$ cat config.mk
export PLATFORM = sky130hd
export DESIGN_NAME = podc_top
export DESIGN_NICKNAME = d
export VERILOG_FILES = /design/src/rtl/podc_pkg.sv /design/src/rtl/podc_top.sv /design/src/rtl/podc_detect.sv
export VERILOG_INCLUDE_DIRS = /design/src /design/src/rtl
export SDC_FILE = /design/constraint.sdc
export NUM_CORES = 1
export LEC_CHECK = 0
export BUFFER_PORTS_ARGS = -buffer_cell sky130_fd_sc_hd__buf_2
export CORE_MARGIN = 2
export CORE_UTILIZATION = 55
export CTS_BUF_LIST = sky130_fd_sc_hd__clkbuf_16
export DETAILED_ROUTE_END_ITERATION = 12
export HOLD_SLACK_MARGIN = 0.05
export PLACE_DENSITY = 0.87
export SKIP_LAST_GASP = 1
export SLEW_MARGIN = 10
export SYNTH_ARGS = -nofsm -noshare
export SYNTH_HDL_FRONTEND = slang
export SYNTH_SLANG_ARGS = --single-unit
export TNS_END_PERCENT = 50
$ cat constraint.sdc
create_clock -name CORE_CLK -period 2.4 [get_ports CORE_CLK]
set_input_delay 0.36 -clock CORE_CLK [delete_from_list [all_inputs] [get_ports CORE_CLK]]
set_output_delay 0.36 -clock CORE_CLK [all_outputs]
set_load 0.005 [all_outputs]
$ cat src/rtl/podc_consts.svh
`ifndef PODC_CONSTS_SVH
`define PODC_CONSTS_SVH

// Low-level sampling: sixteen consecutive lows accept a request
`define PODC_LAST_SAMPLE 5'h0F
`define PODC_CNT_FULL    5'h10
`define PODC_CNT_RST     5'h00

// Prescaler width and tick masks for the /8, /16 and /128 sample rates
`define PODC_PRE_W       7
`define PODC_PRE_RST     7'h00
`define PODC_MASK8       7'h07
`define PODC_MASK16      7'h0F
`define PODC_MASK128     7'h7F

// Reset values of flags and forced high-impedance outputs
`define PODC_RST_FLAG    1'b0
`define PODC_RST_HIZ     1'b0
// Input pins idle high, so the edge history starts high
`define PODC_RST_PREV    1'b1

`endif

$ cat src/rtl/podc_pkg.sv
package podc_pkg;
    // Input detect mode, in the order of its two-bit code 00..11
    typedef enum logic [1:0] {
        PODC_EDGE,
        PODC_DIV8,
        PODC_DIV16,
        PODC_DIV128
    } podc_mode_t;
endpackage

$ cat src/rtl/podc_top.sv
`timescale 1ns/1ps
`include "podc_consts.svh"

module podc_top #(
    parameter int N_IN   = 4,
    parameter int N_PAIR = 3
) (
    input  wire logic                CORE_CLK,
    input  wire logic                RSTN,
    input  wire logic [N_IN-1:0]     FAULT_REQUEST_INPUT_N,
    input  wire logic                CHANNEL0_FAULT_REQUEST_INPUT_N,
    input  wire logic [2*N_IN+1:0]   INPUT_DETECT_MODE,
    input  wire logic [N_IN:0]       INPUT_FLAG_READ,
    input  wire logic [N_IN:0]       INPUT_FLAG_CLEAR,
    output logic      [N_IN:0]       INPUT_REQUEST_FLAG,
    input  wire logic                INPUT_IRQ_EN,
    input  wire logic                CH0_IRQ_EN,
    input  wire logic [N_PAIR-1:0]   OUT_P,
    input  wire logic [N_PAIR-1:0]   OUT_N,
    input  wire logic [N_PAIR-1:0]   PIN_FUNC_OUTPUT,
    input  wire logic [N_PAIR-1:0]   OUT_CMP_EN,
    input  wire logic                ACTIVE_LEVEL_POLARITY_SELECT,
    input  wire logic                OUTPUT_LEVEL_SOURCE_SELECT,
    input  wire logic [2*N_PAIR-1:0] PIN_LEVEL_SELECT,
    input  wire logic                OUT_FLAG_READ,
    input  wire logic                OUT_FLAG_CLEAR,
    output logic                     OUTPUT_COMPARE_FLAG,
    input  wire logic                OUT_IRQ_EN,
    input  wire logic                SW_HIZ_REQ,
    output logic                     HIZ_HIGH_CURRENT,
    output logic                     HIZ_CH0,
    output logic                     IRQ_INPUT,
    output logic                     IRQ_OUTPUT
);
    logic [`PODC_PRE_W-1:0] pre_reg;
    logic                   tick8;
    logic                   tick16;
    logic                   tick128;
    logic [N_IN:0]          pins_n;
    logic [N_IN:0]          flags;
    logic [N_PAIR-1:0]      pair_hit;
    logic                   cmp_hit;
    logic                   out_flag_reg;
    logic                   out_rd_seen_reg;
    logic                   hiz_hc_reg;
    logic                   hiz_ch0_reg;
    logic                   irq_in_reg;
    logic                   irq_out_reg;

    // Refuse sizes the logic cannot serve
    generate
        if (N_IN < 1 || N_PAIR < 1) begin : g_bad
            $error("podc_top needs at least one input and one pair");
        end
    endgenerate

    // Free-running prescaler; one counter shares all three sample rates
    always_ff @(posedge CORE_CLK or negedge RSTN) begin
        if (!RSTN) begin
            pre_reg <= `PODC_PRE_RST;
        end else begin
            pre_reg <= pre_reg + 7'h01;
        end
    end

    // One tick per divided period, aligned so /16 ticks nest in /8
    assign tick8   = ((pre_reg & `PODC_MASK8) == `PODC_MASK8);
    assign tick16  = ((pre_reg & `PODC_MASK16) == `PODC_MASK16);
    assign tick128 = (pre_reg == `PODC_MASK128);

    // Channel 0 input sits at the top index of the detector array
    assign pins_n = {CHANNEL0_FAULT_REQUEST_INPUT_N, FAULT_REQUEST_INPUT_N};

    // One detector per fault input
    generate
        for (genvar i = 0; i <= N_IN; i++) begin : g_det
            podc_detect u_det (
                .CORE_CLK   (CORE_CLK),
                .RSTN       (RSTN),
                .pin_n      (pins_n[i]),
                .mode_code  (INPUT_DETECT_MODE[2*i+1:2*i]),
                .tick8      (tick8),
                .tick16     (tick16),
                .tick128    (tick128),
                .flag_read  (INPUT_FLAG_READ[i]),
                .flag_clear (INPUT_FLAG_CLEAR[i]),
                .flag       (flags[i])
            );
        end
    endgenerate

    assign INPUT_REQUEST_FLAG = flags;

    // Per-pair coincidence of the active level on both pins
    generate
        for (genvar p = 0; p < N_PAIR; p++) begin : g_pair
            logic act_p;
            logic act_n;
            // Common polarity, or per-pin level when source select is 1
            assign act_p = OUTPUT_LEVEL_SOURCE_SELECT ?
                           PIN_LEVEL_SELECT[2*p] :
                           ACTIVE_LEVEL_POLARITY_SELECT;
            assign act_n = OUTPUT_LEVEL_SOURCE_SELECT ?
                           PIN_LEVEL_SELECT[2*p+1] :
                           ACTIVE_LEVEL_POLARITY_SELECT;
            // Other pin functions never take part
            assign pair_hit[p] = PIN_FUNC_OUTPUT[p] && OUT_CMP_EN[p]
                                 && (OUT_P[p] == act_p)
                                 && (OUT_N[p] == act_n);
        end
    endgenerate

    assign cmp_hit = |pair_hit;

    // Read-as-one history of the compare flag
    always_ff @(posedge CORE_CLK or negedge RSTN) begin
        if (!RSTN) begin
            out_rd_seen_reg <= `PODC_RST_FLAG;
        end else if (OUT_FLAG_CLEAR) begin
            out_rd_seen_reg <= 1'b0;
        end else if (OUT_FLAG_READ && out_flag_reg) begin
            out_rd_seen_reg <= 1'b1;
        end
    end

    // Sticky compare flag; a coincidence wins over a clear
    always_ff @(posedge CORE_CLK or negedge RSTN) begin
        if (!RSTN) begin
            out_flag_reg <= `PODC_RST_FLAG;
        end else if (cmp_hit) begin
            out_flag_reg <= 1'b1;
        end else if (OUT_FLAG_CLEAR && out_rd_seen_reg) begin
            out_flag_reg <= 1'b0;
        end
    end

    assign OUTPUT_COMPARE_FLAG = out_flag_reg;

    // High-Z requests; held as long as any cause stays set
    always_ff @(posedge CORE_CLK or negedge RSTN) begin
        if (!RSTN) begin
            hiz_hc_reg  <= `PODC_RST_HIZ;
            hiz_ch0_reg <= `PODC_RST_HIZ;
        end else begin
            hiz_hc_reg  <= (|flags) || out_flag_reg
                           || SW_HIZ_REQ;
            // Compare results guard only the high-current pins
            hiz_ch0_reg <= (|flags) || SW_HIZ_REQ;
        end
    end

    assign HIZ_HIGH_CURRENT = hiz_hc_reg;
    assign HIZ_CH0          = hiz_ch0_reg;

    // Interrupt requests beside the high-Z request
    always_ff @(posedge CORE_CLK or negedge RSTN) begin
        if (!RSTN) begin
            irq_in_reg  <= `PODC_RST_FLAG;
            irq_out_reg <= `PODC_RST_FLAG;
        end else begin
            irq_in_reg  <= (INPUT_IRQ_EN && (|flags[N_IN-1:0]))
                           || (CH0_IRQ_EN && flags[N_IN]);
            irq_out_reg <= OUT_IRQ_EN && out_flag_reg;
        end
    end

    assign IRQ_INPUT  = irq_in_reg;
    assign IRQ_OUTPUT = irq_out_reg;

    AST_FAULT_HIZ: assert property (@(posedge CORE_CLK)
        disable iff (!RSTN)
        flags[0] |=> (HIZ_HIGH_CURRENT && HIZ_CH0))
        else $error("fault flag did not force high-Z");
    AST_CH0_ONLY_FROM_INPUT: assert property (@(posedge CORE_CLK)
        disable iff (!RSTN)
        (!(|flags) && !SW_HIZ_REQ) |=> !HIZ_CH0)
        else $error("channel 0 high-Z without a cause");
    AST_CMP_CHAIN: assert property (@(posedge CORE_CLK)
        disable iff (!RSTN)
        pair_hit[0] |=> OUTPUT_COMPARE_FLAG ##1 HIZ_HIGH_CURRENT)
        else $error("coincidence did not lead to high-Z");
    AST_SW_FORCE: assert property (@(posedge CORE_CLK)
        disable iff (!RSTN)
        SW_HIZ_REQ |=> (HIZ_HIGH_CURRENT && HIZ_CH0))
        else $error("software request did not force high-Z");
    // Enable must still stand when the flag reaches the interrupt register
    AST_IRQ_OUT: assert property (@(posedge CORE_CLK)
        disable iff (!RSTN)
        (cmp_hit && OUT_IRQ_EN) ##1 OUT_IRQ_EN |=> IRQ_OUTPUT)
        else $error("compare interrupt missing");
    AST_IRQ_IN: assert property (@(posedge CORE_CLK)
        disable iff (!RSTN)
        (flags[0] && INPUT_IRQ_EN) |=> IRQ_INPUT)
        else $error("input interrupt missing");
    AST_LOW_ACTIVE: assert property (@(posedge CORE_CLK)
        disable iff (!RSTN)
        (!OUTPUT_LEVEL_SOURCE_SELECT && !ACTIVE_LEVEL_POLARITY_SELECT
         && PIN_FUNC_OUTPUT[0] && OUT_CMP_EN[0] && !OUT_P[0] && !OUT_N[0])
        |=> OUTPUT_COMPARE_FLAG)
        else $error("low active coincidence not caught");
    AST_NO_CHECK: assert property (@(posedge CORE_CLK)
        disable iff (!RSTN)
        (PIN_FUNC_OUTPUT == '0 && !OUTPUT_COMPARE_FLAG)
        |=> !OUTPUT_COMPARE_FLAG)
        else $error("level checked under another pin function");
    AST_OUT_CLEAR_NEEDS_READ: assert property (@(posedge CORE_CLK)
        disable iff (!RSTN)
        (OUTPUT_COMPARE_FLAG && !OUT_FLAG_READ) ##1 OUT_FLAG_CLEAR
        |-> ##1 ($past(out_rd_seen_reg) || OUTPUT_COMPARE_FLAG))
        else $error("compare flag cleared without a read");

    COV_FAULT: cover property (@(posedge CORE_CLK) disable iff (!RSTN)
        $rose(flags[0]) ##1 HIZ_HIGH_CURRENT);
    COV_CMP: cover property (@(posedge CORE_CLK) disable iff (!RSTN)
        $rose(OUTPUT_COMPARE_FLAG) ##1 IRQ_OUTPUT);
    COV_SW: cover property (@(posedge CORE_CLK) disable iff (!RSTN)
        SW_HIZ_REQ ##1 HIZ_CH0);
    COV_CLEAR: cover property (@(posedge CORE_CLK) disable iff (!RSTN)
        $fell(flags[0]));
endmodule

$ cat src/rtl/podc_detect.sv
`timescale 1ns/1ps
`include "podc_consts.svh"

module podc_detect (
    input  wire logic       CORE_CLK,
    input  wire logic       RSTN,
    input  wire logic       pin_n,
    input  wire logic [1:0] mode_code,
    input  wire logic       tick8,
    input  wire logic       tick16,
    input  wire logic       tick128,
    input  wire logic       flag_read,
    input  wire logic       flag_clear,
    output logic            flag
);
    podc_pkg::podc_mode_t mode;
    logic       tick;
    logic       sampling;
    logic       edge_hit;
    logic       level_hit;
    logic       clear_ok;
    logic [4:0] count_reg;
    logic       prev_reg;
    logic       high_seen_reg;
    logic       rd_seen_reg;
    logic       flag_reg;

    // Mode decode and sample tick select
    assign mode     = podc_pkg::podc_mode_t'(mode_code);
    assign sampling = (mode != podc_pkg::PODC_EDGE);
    always_comb begin
        case (mode)
            podc_pkg::PODC_DIV8:   tick = tick8;
            podc_pkg::PODC_DIV16:  tick = tick16;
            podc_pkg::PODC_DIV128: tick = tick128;
            default:               tick = 1'b0;
        endcase
    end

    // Request detection per selected mode
    assign edge_hit  = !sampling && prev_reg && !pin_n;
    assign level_hit = sampling && tick && !pin_n
                       && (count_reg == `PODC_LAST_SAMPLE);
    // Clear needs a prior read of one; sampling also needs a high sample
    assign clear_ok  = flag_clear && rd_seen_reg
                       && (!sampling || high_seen_reg);

    // Edge history
    always_ff @(posedge CORE_CLK or negedge RSTN) begin
        if (!RSTN) begin
            prev_reg <= `PODC_RST_PREV;
        end else begin
            prev_reg <= pin_n;
        end
    end

    // Run of low samples; saturates so one run sets the flag only once
    always_ff @(posedge CORE_CLK or negedge RSTN) begin
        if (!RSTN) begin
            count_reg <= `PODC_CNT_RST;
        end else if (!sampling) begin
            count_reg <= `PODC_CNT_RST;
        end else if (tick && pin_n) begin
            count_reg <= `PODC_CNT_RST;
        end else if (tick && count_reg != `PODC_CNT_FULL) begin
            count_reg <= count_reg + 5'h01;
        end
    end

    // High level seen since the flag was raised
    always_ff @(posedge CORE_CLK or negedge RSTN) begin
        if (!RSTN) begin
            high_seen_reg <= `PODC_RST_FLAG;
        end else if (edge_hit || level_hit || clear_ok) begin
            high_seen_reg <= 1'b0;
        end else if (sampling && tick && pin_n) begin
            high_seen_reg <= 1'b1;
        end
    end

    // Read-as-one history, consumed by the next clear attempt
    always_ff @(posedge CORE_CLK or negedge RSTN) begin
        if (!RSTN) begin
            rd_seen_reg <= `PODC_RST_FLAG;
        end else if (flag_clear) begin
            rd_seen_reg <= 1'b0;
        end else if (flag_read && flag_reg) begin
            rd_seen_reg <= 1'b1;
        end
    end

    // Sticky flag; a new request wins over a clear in the same cycle
    always_ff @(posedge CORE_CLK or negedge RSTN) begin
        if (!RSTN) begin
            flag_reg <= `PODC_RST_FLAG;
        end else if (edge_hit || level_hit) begin
            flag_reg <= 1'b1;
        end else if (clear_ok) begin
            flag_reg <= 1'b0;
        end
    end

    assign flag = flag_reg;

    AST_EDGE_SETS: assert property (@(posedge CORE_CLK)
        disable iff (!RSTN)
        (!sampling && prev_reg && !pin_n) |=> flag_reg)
        else $error("falling edge did not set flag");
    AST_SIXTEEN_LOWS: assert property (@(posedge CORE_CLK)
        disable iff (!RSTN)
        (sampling && tick && !pin_n && count_reg == 5'h0F)
        |=> (flag_reg && count_reg == 5'h10))
        else $error("sixteenth low sample did not set flag");
    AST_HIGH_RESTARTS: assert property (@(posedge CORE_CLK)
        disable iff (!RSTN)
        (sampling && tick && pin_n) |=> (count_reg == 5'h00))
        else $error("high sample did not restart low run");
    AST_CLEAR_NEEDS_HIGH: assert property (@(posedge CORE_CLK)
        disable iff (!RSTN)
        (sampling && flag_reg && !high_seen_reg && !tick) |=> flag_reg)
        else $error("flag cleared before a high sample");
endmodule

# ---- Word level (Yosys, flattened, before mapping)
# Index checks and enable logic that the tools add are counted.
dict set report op_classes {
  add_sub_neg 6
  n_mul 0
  div 0
  magnitude_cmp 0
  eq_ne 39
  n_shift 0
  mux 60
  bitwise 0
  n_reduce_logical 123
}
# cell n
set ops {}
lappend ops {{$mux 5} 15}
lappend ops {{$logic_and 1x1->1} 69}
lappend ops {{$reduce_bool 2->1} 22}
lappend ops {{$mux 1} 40}
lappend ops {{$add 5x1->5 const B} 5}
lappend ops {{$eq 5x4->1 const B} 5}
lappend ops {{$ne 5x5->1 const B} 5}
lappend ops {{$eq 2x2->1 const B} 10}
lappend ops {{$logic_or 1x1->1} 19}
lappend ops {{$ne 3x3->1 const B} 5}
lappend ops {{$pmux 1 s3} 5}
lappend ops {{$eq 2x1->1 const B} 5}
lappend ops {{$logic_not 1->1} 10}
lappend ops {{$add 7x1->7 const B} 1}
lappend ops {{$eq 7x7->1 const B} 1}
lappend ops {{$eq 1x1->1} 6}
lappend ops {{$reduce_or 5->1} 1}
lappend ops {{$eq 4x4->1 const B} 1}
lappend ops {{$reduce_or 4->1} 1}
lappend ops {{$eq 3x3->1 const B} 1}
lappend ops {{$reduce_or 3->1} 1}
dict set report word_totals {
  reg_bits 58
  latchBits 0
  ram_bits 0
  mem_bits_ro 0
  in_bits 53
  n_memories 0
}

# ---- Depth between registers and ports, before layout
dict set report logic_depth {
  word_depth 8
  ltp_mapped 7
  mapped_depth_nobuf 7
}

# ---- By module
# Synthesis repeated with hierarchy kept, for this count alone.
dict set report unflattened {
  hier_cells 341
  hier_area_um2 3523.4
}
# mod n_inst cells_each area_per_inst_um2
set by_module_without_submodules {}
lappend by_module_without_submodules {podc_detect 5 56 574.3}
lappend by_module_without_submodules {podc_top 1 61 651.9}

# ---- Worst setup path before layout
# OpenSTA, ideal clock, no wires.
dict set report synth_path {
  path_kind {reg2reg}
  from {register pre_reg[0]}
  to {register g_det[4].u_det.high_seen_reg}
  arrival_time_ps 1794
  path_slack_ps 522
  path_stages_with_launch 8
  path_buffers 1
  cell_sequence {dfrtp_1 -> ha_1 -> ha_1 -> buf_4 -> nor2b_1 -> nand2_1 -> a211o_1 -> a21boi_0}
}
dict set report synth_between {
  elab_chain_len 8
}
# item line_no
set synth_rtl {}
lappend synth_rtl {{start: declaration} podc_top.sv:35} ;# logic [`PODC_PRE_W-1:0] pre_reg;
lappend synth_rtl {{start signal: assignment} podc_top.sv:60} ;# pre_reg <= `PODC_PRE_RST;
lappend synth_rtl {{start signal: assignment} podc_top.sv:62} ;# pre_reg <= pre_reg + 7'h01;
lappend synth_rtl {{$eq 7x7->1 (no source line), or another cell as far along} n/a}
lappend synth_rtl {{$pmux 1 s3 (*)} podc_detect.sv:32} ;# case (mode)
lappend synth_rtl {{$logic_and 1x1->1 (*)} {podc_detect.sv:42, podc_detect.sv:76}}
lappend synth_rtl {{$logic_and 1x1->1 (2 in series)} podc_detect.sv:42} ;# assign level_hit = sampling && tick && !pin_n
lappend synth_rtl {{$logic_or 1x1->1 (2 in series)} podc_detect.sv:74} ;# end else if (edge_hit || level_hit || clear_ok) begin
lappend synth_rtl {{$mux 1 or $reduce_bool 2->1 (tied branches)} n/a}
lappend synth_rtl {{end signal: assignment} podc_detect.sv:73} ;# high_seen_reg <= `PODC_RST_FLAG;
lappend synth_rtl {{end: declaration} podc_detect.sv:24} ;# logic high_seen_reg;
# Mark *: on every way between the ends. The rest lies on a longest branch, timed or not.
# A chain may end at the register's enable or synchronous reset.

# ---- Worst setup path in the final report
dict set report layout_path {
  from {register pre_reg[0]}
  to {register g_det[2].u_det.high_seen_reg}
}
dict set report layout_between {
  elab_chain_len 8
}
# item line_no
set layout_rtl {}
lappend layout_rtl {{$eq 7x7->1 (no source line), or another cell as far along} n/a}
lappend layout_rtl {{$pmux 1 s3 (*)} podc_detect.sv:32}
lappend layout_rtl {{$logic_and 1x1->1 (*)} {podc_detect.sv:42, podc_detect.sv:76}}
lappend layout_rtl {{$logic_and 1x1->1 (2 in series)} podc_detect.sv:42}
lappend layout_rtl {{$logic_or 1x1->1 (2 in series)} podc_detect.sv:74}
lappend layout_rtl {{$mux 1 or $reduce_bool 2->1 (tied branches)} n/a}
lappend layout_rtl {{end signal: assignment} podc_detect.sv:73}
lappend layout_rtl {{end: declaration} podc_detect.sv:24}
# Marked as above.

==> impl_results.rst <==
.. list-table::
   :header-rows: 1

   * - Metric
     - Value
   * - Sum of routed wire segments on met1
     - 3510 um
   * - Met2 routed wirelength
     - 4170 um
   * - Worst IR drop on VDD
     - 473 uV
   * - All-layer global routing usage
     - 25.1%
   * - Crit path kind
     - reg -> reg
   * - Number of global-route vias before repair
     - 3,220
   * - Longest individual stage delay on the worst path
     - 430 ps
   * - Fraction of synthesized cell area taken by the top area cell type
     - 37.7%
   * - Leakage power
     - 0.00183 uW
   * - Mean post-synth cell area
     - 9.04 um2
   * - Minimum clock period after layout
     - 2200 ps
   * - Distinct cell type count after synthesis
     - 60
   * - Clock tree from TritonCTS
     - yes
   * - Setup repair bufs after CTS
     - 0
   * - Die W
     - 84.0 um
   * - Final slew viol count
     - 0
   * - Final total negative setup slack
     - 0 ps
   * - Startpoint of the worst-slack reg-to-reg timing path
     - pre_reg[0]$_DFF_PN0_
   * - Cell accounting for the most synthesized area
     - sky130_fd_sc_hd__dfrtp_1
   * - Final-layout worst hold slack
     - 152 ps
   * - Number of cells traversed by the worst register-to-register path
     - 6
   * - Largest fanout of any net on the critical path
     - 15
   * - Worst max-slew margin expressed relative to the limit
     - 62.3%
   * - Area of the die
     - 7050 um2
   * - CP max-delay cell
     - sky130_fd_sc_hd__ha_2
   * - CP cell instances
     - ha_1 -> ha_2 -> nor2b_1 -> nand2_1 -> a211o_1 -> a21boi_0
   * - Detailed-route via count
     - 3,277
   * - Switching power of the nets
     - 667 uW
   * - TritonCTS buffer count
     - 9
   * - Share of flip-flops with an asynchronous set or reset after synthesis
     - 100%
   * - Initial standard-cell utilization of the core
     - 56.0%
   * - Placeable Area
     - 6280 um2
   * - Clock group share of total power
     - 43.3%
   * - Synthesized Nets
     - 459
   * - Remaining antenna violation count
     - 0
   * - Post-detailed-route via-to-cell ratio
     - 6.15
   * - Power per cell area
     - 615 nW/um2
   * - Post-route fraction of the period consumed by the critical path
     - 91.8%
   * - Routed len/inst
     - 15.6 um
   * - Uppermost metal layer occupied by signal nets
     - met4
   * - Insertion delay of the later-clocked pin in the worst-skew pair
     - 330 ps
   * - Count of nets after finishing
     - 521
   * - Clock transition time at the flip-flop clock pins of the worst setup and hold paths
     - 50 ps
   * - Internal power consumption
     - 1870 uW
   * - Slew at the pin closest to its max-slew limit
     - 560 ps
   * - Worst min-delay path startpoint
     - FAULT_REQUEST_INPUT_N[2]
   * - Bufs and invs on worst path
     - 0
   * - Area of all placed cells without fillers
     - 4130 um2
   * - Largest register FFs
     - 25
   * - Maximum level of the CTS H-tree
     - 3
   * - Endpoint of the worst hold path
     - g_det[2].u_det.prev_reg$_DFF_PN1_
   * - Area post-placement
     - 3860 um2
   * - Number of sinks handled by clock tree synthesis
     - 58
   * - Setup violators final
     - 0
   * - Router iterations before antenna repair
     - 5
   * - Non-filler cells in the finished layout
     - 533
   * - Overall overflow remaining after global route
     - 0
   * - Met3 wirelength from detailed routing
     - 405 um
   * - Flip-flop and latch count after synthesis
     - 58
   * - Element type at the critical path end
     - register
   * - Root buffer cell
     - sky130_fd_sc_hd__clkbuf_16
   * - Synthesized netlist cell count
     - 389
   * - Number of top-level pins
     - 63
   * - Number of antenna cells inserted
     - 0
   * - Ratio of cells with drive above 1 in the final layout
     - 20.2%
   * - Final Core Density
     - 65.8%
   * - Pin count of the biggest net entering global routing
     - 22
   * - Setup clock skew after layout
     - 4.71 ps
   * - Initial drt markers
     - 262
   * - Unrepaired setup endpoints after global routing
     - false
   * - Half-perimeter wire length after placement
     - 5990 um
   * - DRC violation count after routing
     - 0
   * - Wire length of the first global-routing pass
     - 14,400 um
   * - Sw Ratio
     - 26.3%
   * - Most instantiated flip-flop cell in the synthesis netlist
     - sky130_fd_sc_hd__dfrtp_1
   * - Crit path launch type
     - register
   * - Number of I/O port buffers
     - 62
   * - Clk buf depth
     - 2
   * - Result of the run
     - complete, no violations
   * - Sequential share of power
     - 44.8%
   * - Floorplan row count
     - 29
   * - Final weighted congestion in routability-driven placement
     - 0.788
   * - Endpoint arrival time on the critical path
     - 2440 ps
   * - Antenna violations before repair
     - 0
   * - Final Hold Viols
     - 0
   * - Synthesized cell area
     - 3520 um2
   * - Sequential-to-total area share from yosys stat
     - 41.4%
   * - Setup slack on the worst flop-to-flop path
     - 200 ps
   * - Cell family with the largest share of critical-path delay
     - adder cells
   * - Endpoint of the worst register-to-register path
     - g_det[2].u_det.high_seen_reg$_DFFE_PN0P_
   * - Max-cap check violation count
     - 0
   * - Worst min-delay path category
     - in -> reg
   * - Combinational share of power
     - 12.0%
   * - Area contributors post-synth
     - sky130_fd_sc_hd__dfrtp_1 38%, sky130_fd_sc_hd__ha_1 6.0%, sky130_fd_sc_hd__o21ai_0 4.4%
   * - Warnings, synthesis
     - 0
   * - Required time worst endpoint
     - 2640 ps
   * - Signed area change from the synthesized netlist to the final layout
     - 17.4%
   * - Instance count after placement with tap cells included
     - 516
   * - Die height
     - 84.0 um
   * - Number of cells on the worst hold path
     - 1
   * - Routed WL
     - 8300 um
   * - Post-synth EDFFs
     - 0
   * - Fmax
     - 0.454 GHz
[placed cells by master, fill, tap and decap left out, drive strengths merged, types with 3 or more instances in the layout]
| cell | synthesis | final |
|---|---|---|
| dfrtp | 53 | 53 |
| mux2i | 8 | 8 |
| xor2 | 7 | 7 |
| nand3 | 28 | 28 |
| buf | 8 | 64 |
| dfstp | 5 | 5 |
| nand2b | 10 | 10 |
| a21boi | 6 | 6 |
| nand4 | 6 | 6 |
| and3 | 6 | 6 |
| nor3 | 7 | 7 |
| a211oi | 4 | 4 |
| a21oi | 22 | 22 |
| ha | 17 | 17 |
| nor2 | 25 | 25 |
| nand2 | 32 | 32 |
| clkinv | 0 | 4 |
| clkbuf | 6 | 9 |
| o211ai | 9 | 9 |
| inv | 30 | 33 |
| and2 | 3 | 3 |
| nor2b | 7 | 7 |
| a211o | 6 | 6 |
| o21ai | 32 | 32 |
| a21o | 4 | 4 |
| a31oi | 9 | 9 |
[worst max-delay path by stage]
stage               cells after the start                  from                                       end
floorplan                               7  pre_reg[0]$_DFF_PN0_  g_det[4].u_det.high_seen_reg$_DFFE_PN0P_
global placement                        6  pre_reg[0]$_DFF_PN0_  g_det[1].u_det.high_seen_reg$_DFFE_PN0P_
detailed placement                      6  pre_reg[0]$_DFF_PN0_  g_det[1].u_det.high_seen_reg$_DFFE_PN0P_
CTS                                     6  pre_reg[0]$_DFF_PN0_  g_det[2].u_det.high_seen_reg$_DFFE_PN0P_
global route                            6  pre_reg[0]$_DFF_PN0_  g_det[2].u_det.high_seen_reg$_DFFE_PN0P_
finish                                  6  pre_reg[0]$_DFF_PN0_  g_det[2].u_det.high_seen_reg$_DFFE_PN0P_
[cells by family after synthesis]
logic type                 share of synthesized area, %
buffers and inverters                              5.41
AOI/OAI and AO/OA                                  21.6
DFF                                                41.4
muxes                                              2.28
and+or+nand+nor                                    21.0
xor gates and xnor gates                           2.24
adders and majority gates                          6.05
[worst reg2reg max path, cell delays in order, from the launching register on]
cell,delay (ps)
sky130_fd_sc_hd__dfrtp_1,370
sky130_fd_sc_hd__ha_1,320
sky130_fd_sc_hd__ha_2,430
sky130_fd_sc_hd__nor2b_1,420
sky130_fd_sc_hd__nand2_1,100
sky130_fd_sc_hd__a211o_1,290
sky130_fd_sc_hd__a21boi_0,190
[metrics by stage]
step | setup slack (ps) | total power, uW
2_1_floorplan | 522 | 1320
3_3_place_gp | 269 | 1430
3_5_place_dp | 140 | 1450
4_1_cts | 63.4 | 2560
5_1_grt | 19.2 | 2670
6_report | 198 | 2540
[final cells by class]
class / count / area [um2]
sequential: 58 / 1460
clock inverter: 7 / 30.0
fill: 502 / 2150
timing repair buffer: 65 / 335
tap: 77 / 96.3
inverter: 30 / 113
clock buffer: 9 / 225
multi-input combinational: 287 / 1870
[synthesized netlist by cell type (3+ instances only)]
cell type	n
sky130_fd_sc_hd__a21boi_0	5
sky130_fd_sc_hd__a21oi_1	20
sky130_fd_sc_hd__ha_1	17
sky130_fd_sc_hd__nand3_1	26
sky130_fd_sc_hd__clkbuf_1	6
sky130_fd_sc_hd__nand4_1	6
sky130_fd_sc_hd__o211ai_1	9
sky130_fd_sc_hd__o21ai_0	31
sky130_fd_sc_hd__mux2i_1	8
sky130_fd_sc_hd__a211o_1	6
sky130_fd_sc_hd__dfrtp_1	53
sky130_fd_sc_hd__inv_1	30
sky130_fd_sc_hd__and3_1	6
sky130_fd_sc_hd__xor2_1	7
sky130_fd_sc_hd__nor2b_1	7
sky130_fd_sc_hd__nand2_1	32
sky130_fd_sc_hd__nor3_1	7
sky130_fd_sc_hd__dfstp_2	5
sky130_fd_sc_hd__and2_1	3
sky130_fd_sc_hd__a31oi_1	9
sky130_fd_sc_hd__nor2_1	25
sky130_fd_sc_hd__a21o_1	4
sky130_fd_sc_hd__nand2b_1	10
sky130_fd_sc_hd__a211oi_1	4
sky130_fd_sc_hd__buf_4	6
[per-layer routing]
layer  up-vias  global-route usage, %
met5         -                      0
met4         0                   10.3
met3        20                   5.54
met2       122                   43.9
met1      1596                   29.8
li1       1539                      -
[repair_timing]
action                                 4_1_cts  5_1_grt
hold buffers                                 1        0
setup endpoints to repair                    0        4
endpoints found under the hold margin       18        0
resized for setup                            0        1
[power groups by stage]
| stage | Sequential [uW] | Clock, uW | Combinational, uW |
|---|---|---|---|
| 2_1_floorplan | 1130 | 0 | 189 |
| 3_5_place_dp | 1150 | 0 | 301 |
| 5_1_grt | 1150 | 1170 | 346 |
| 4_1_cts | 1140 | 1120 | 307 |
| 3_3_place_gp | 1150 | 0 | 286 |
| 6_report | 1140 | 1100 | 304 |
Note: power is estimated with default switching activity, not from simulation.
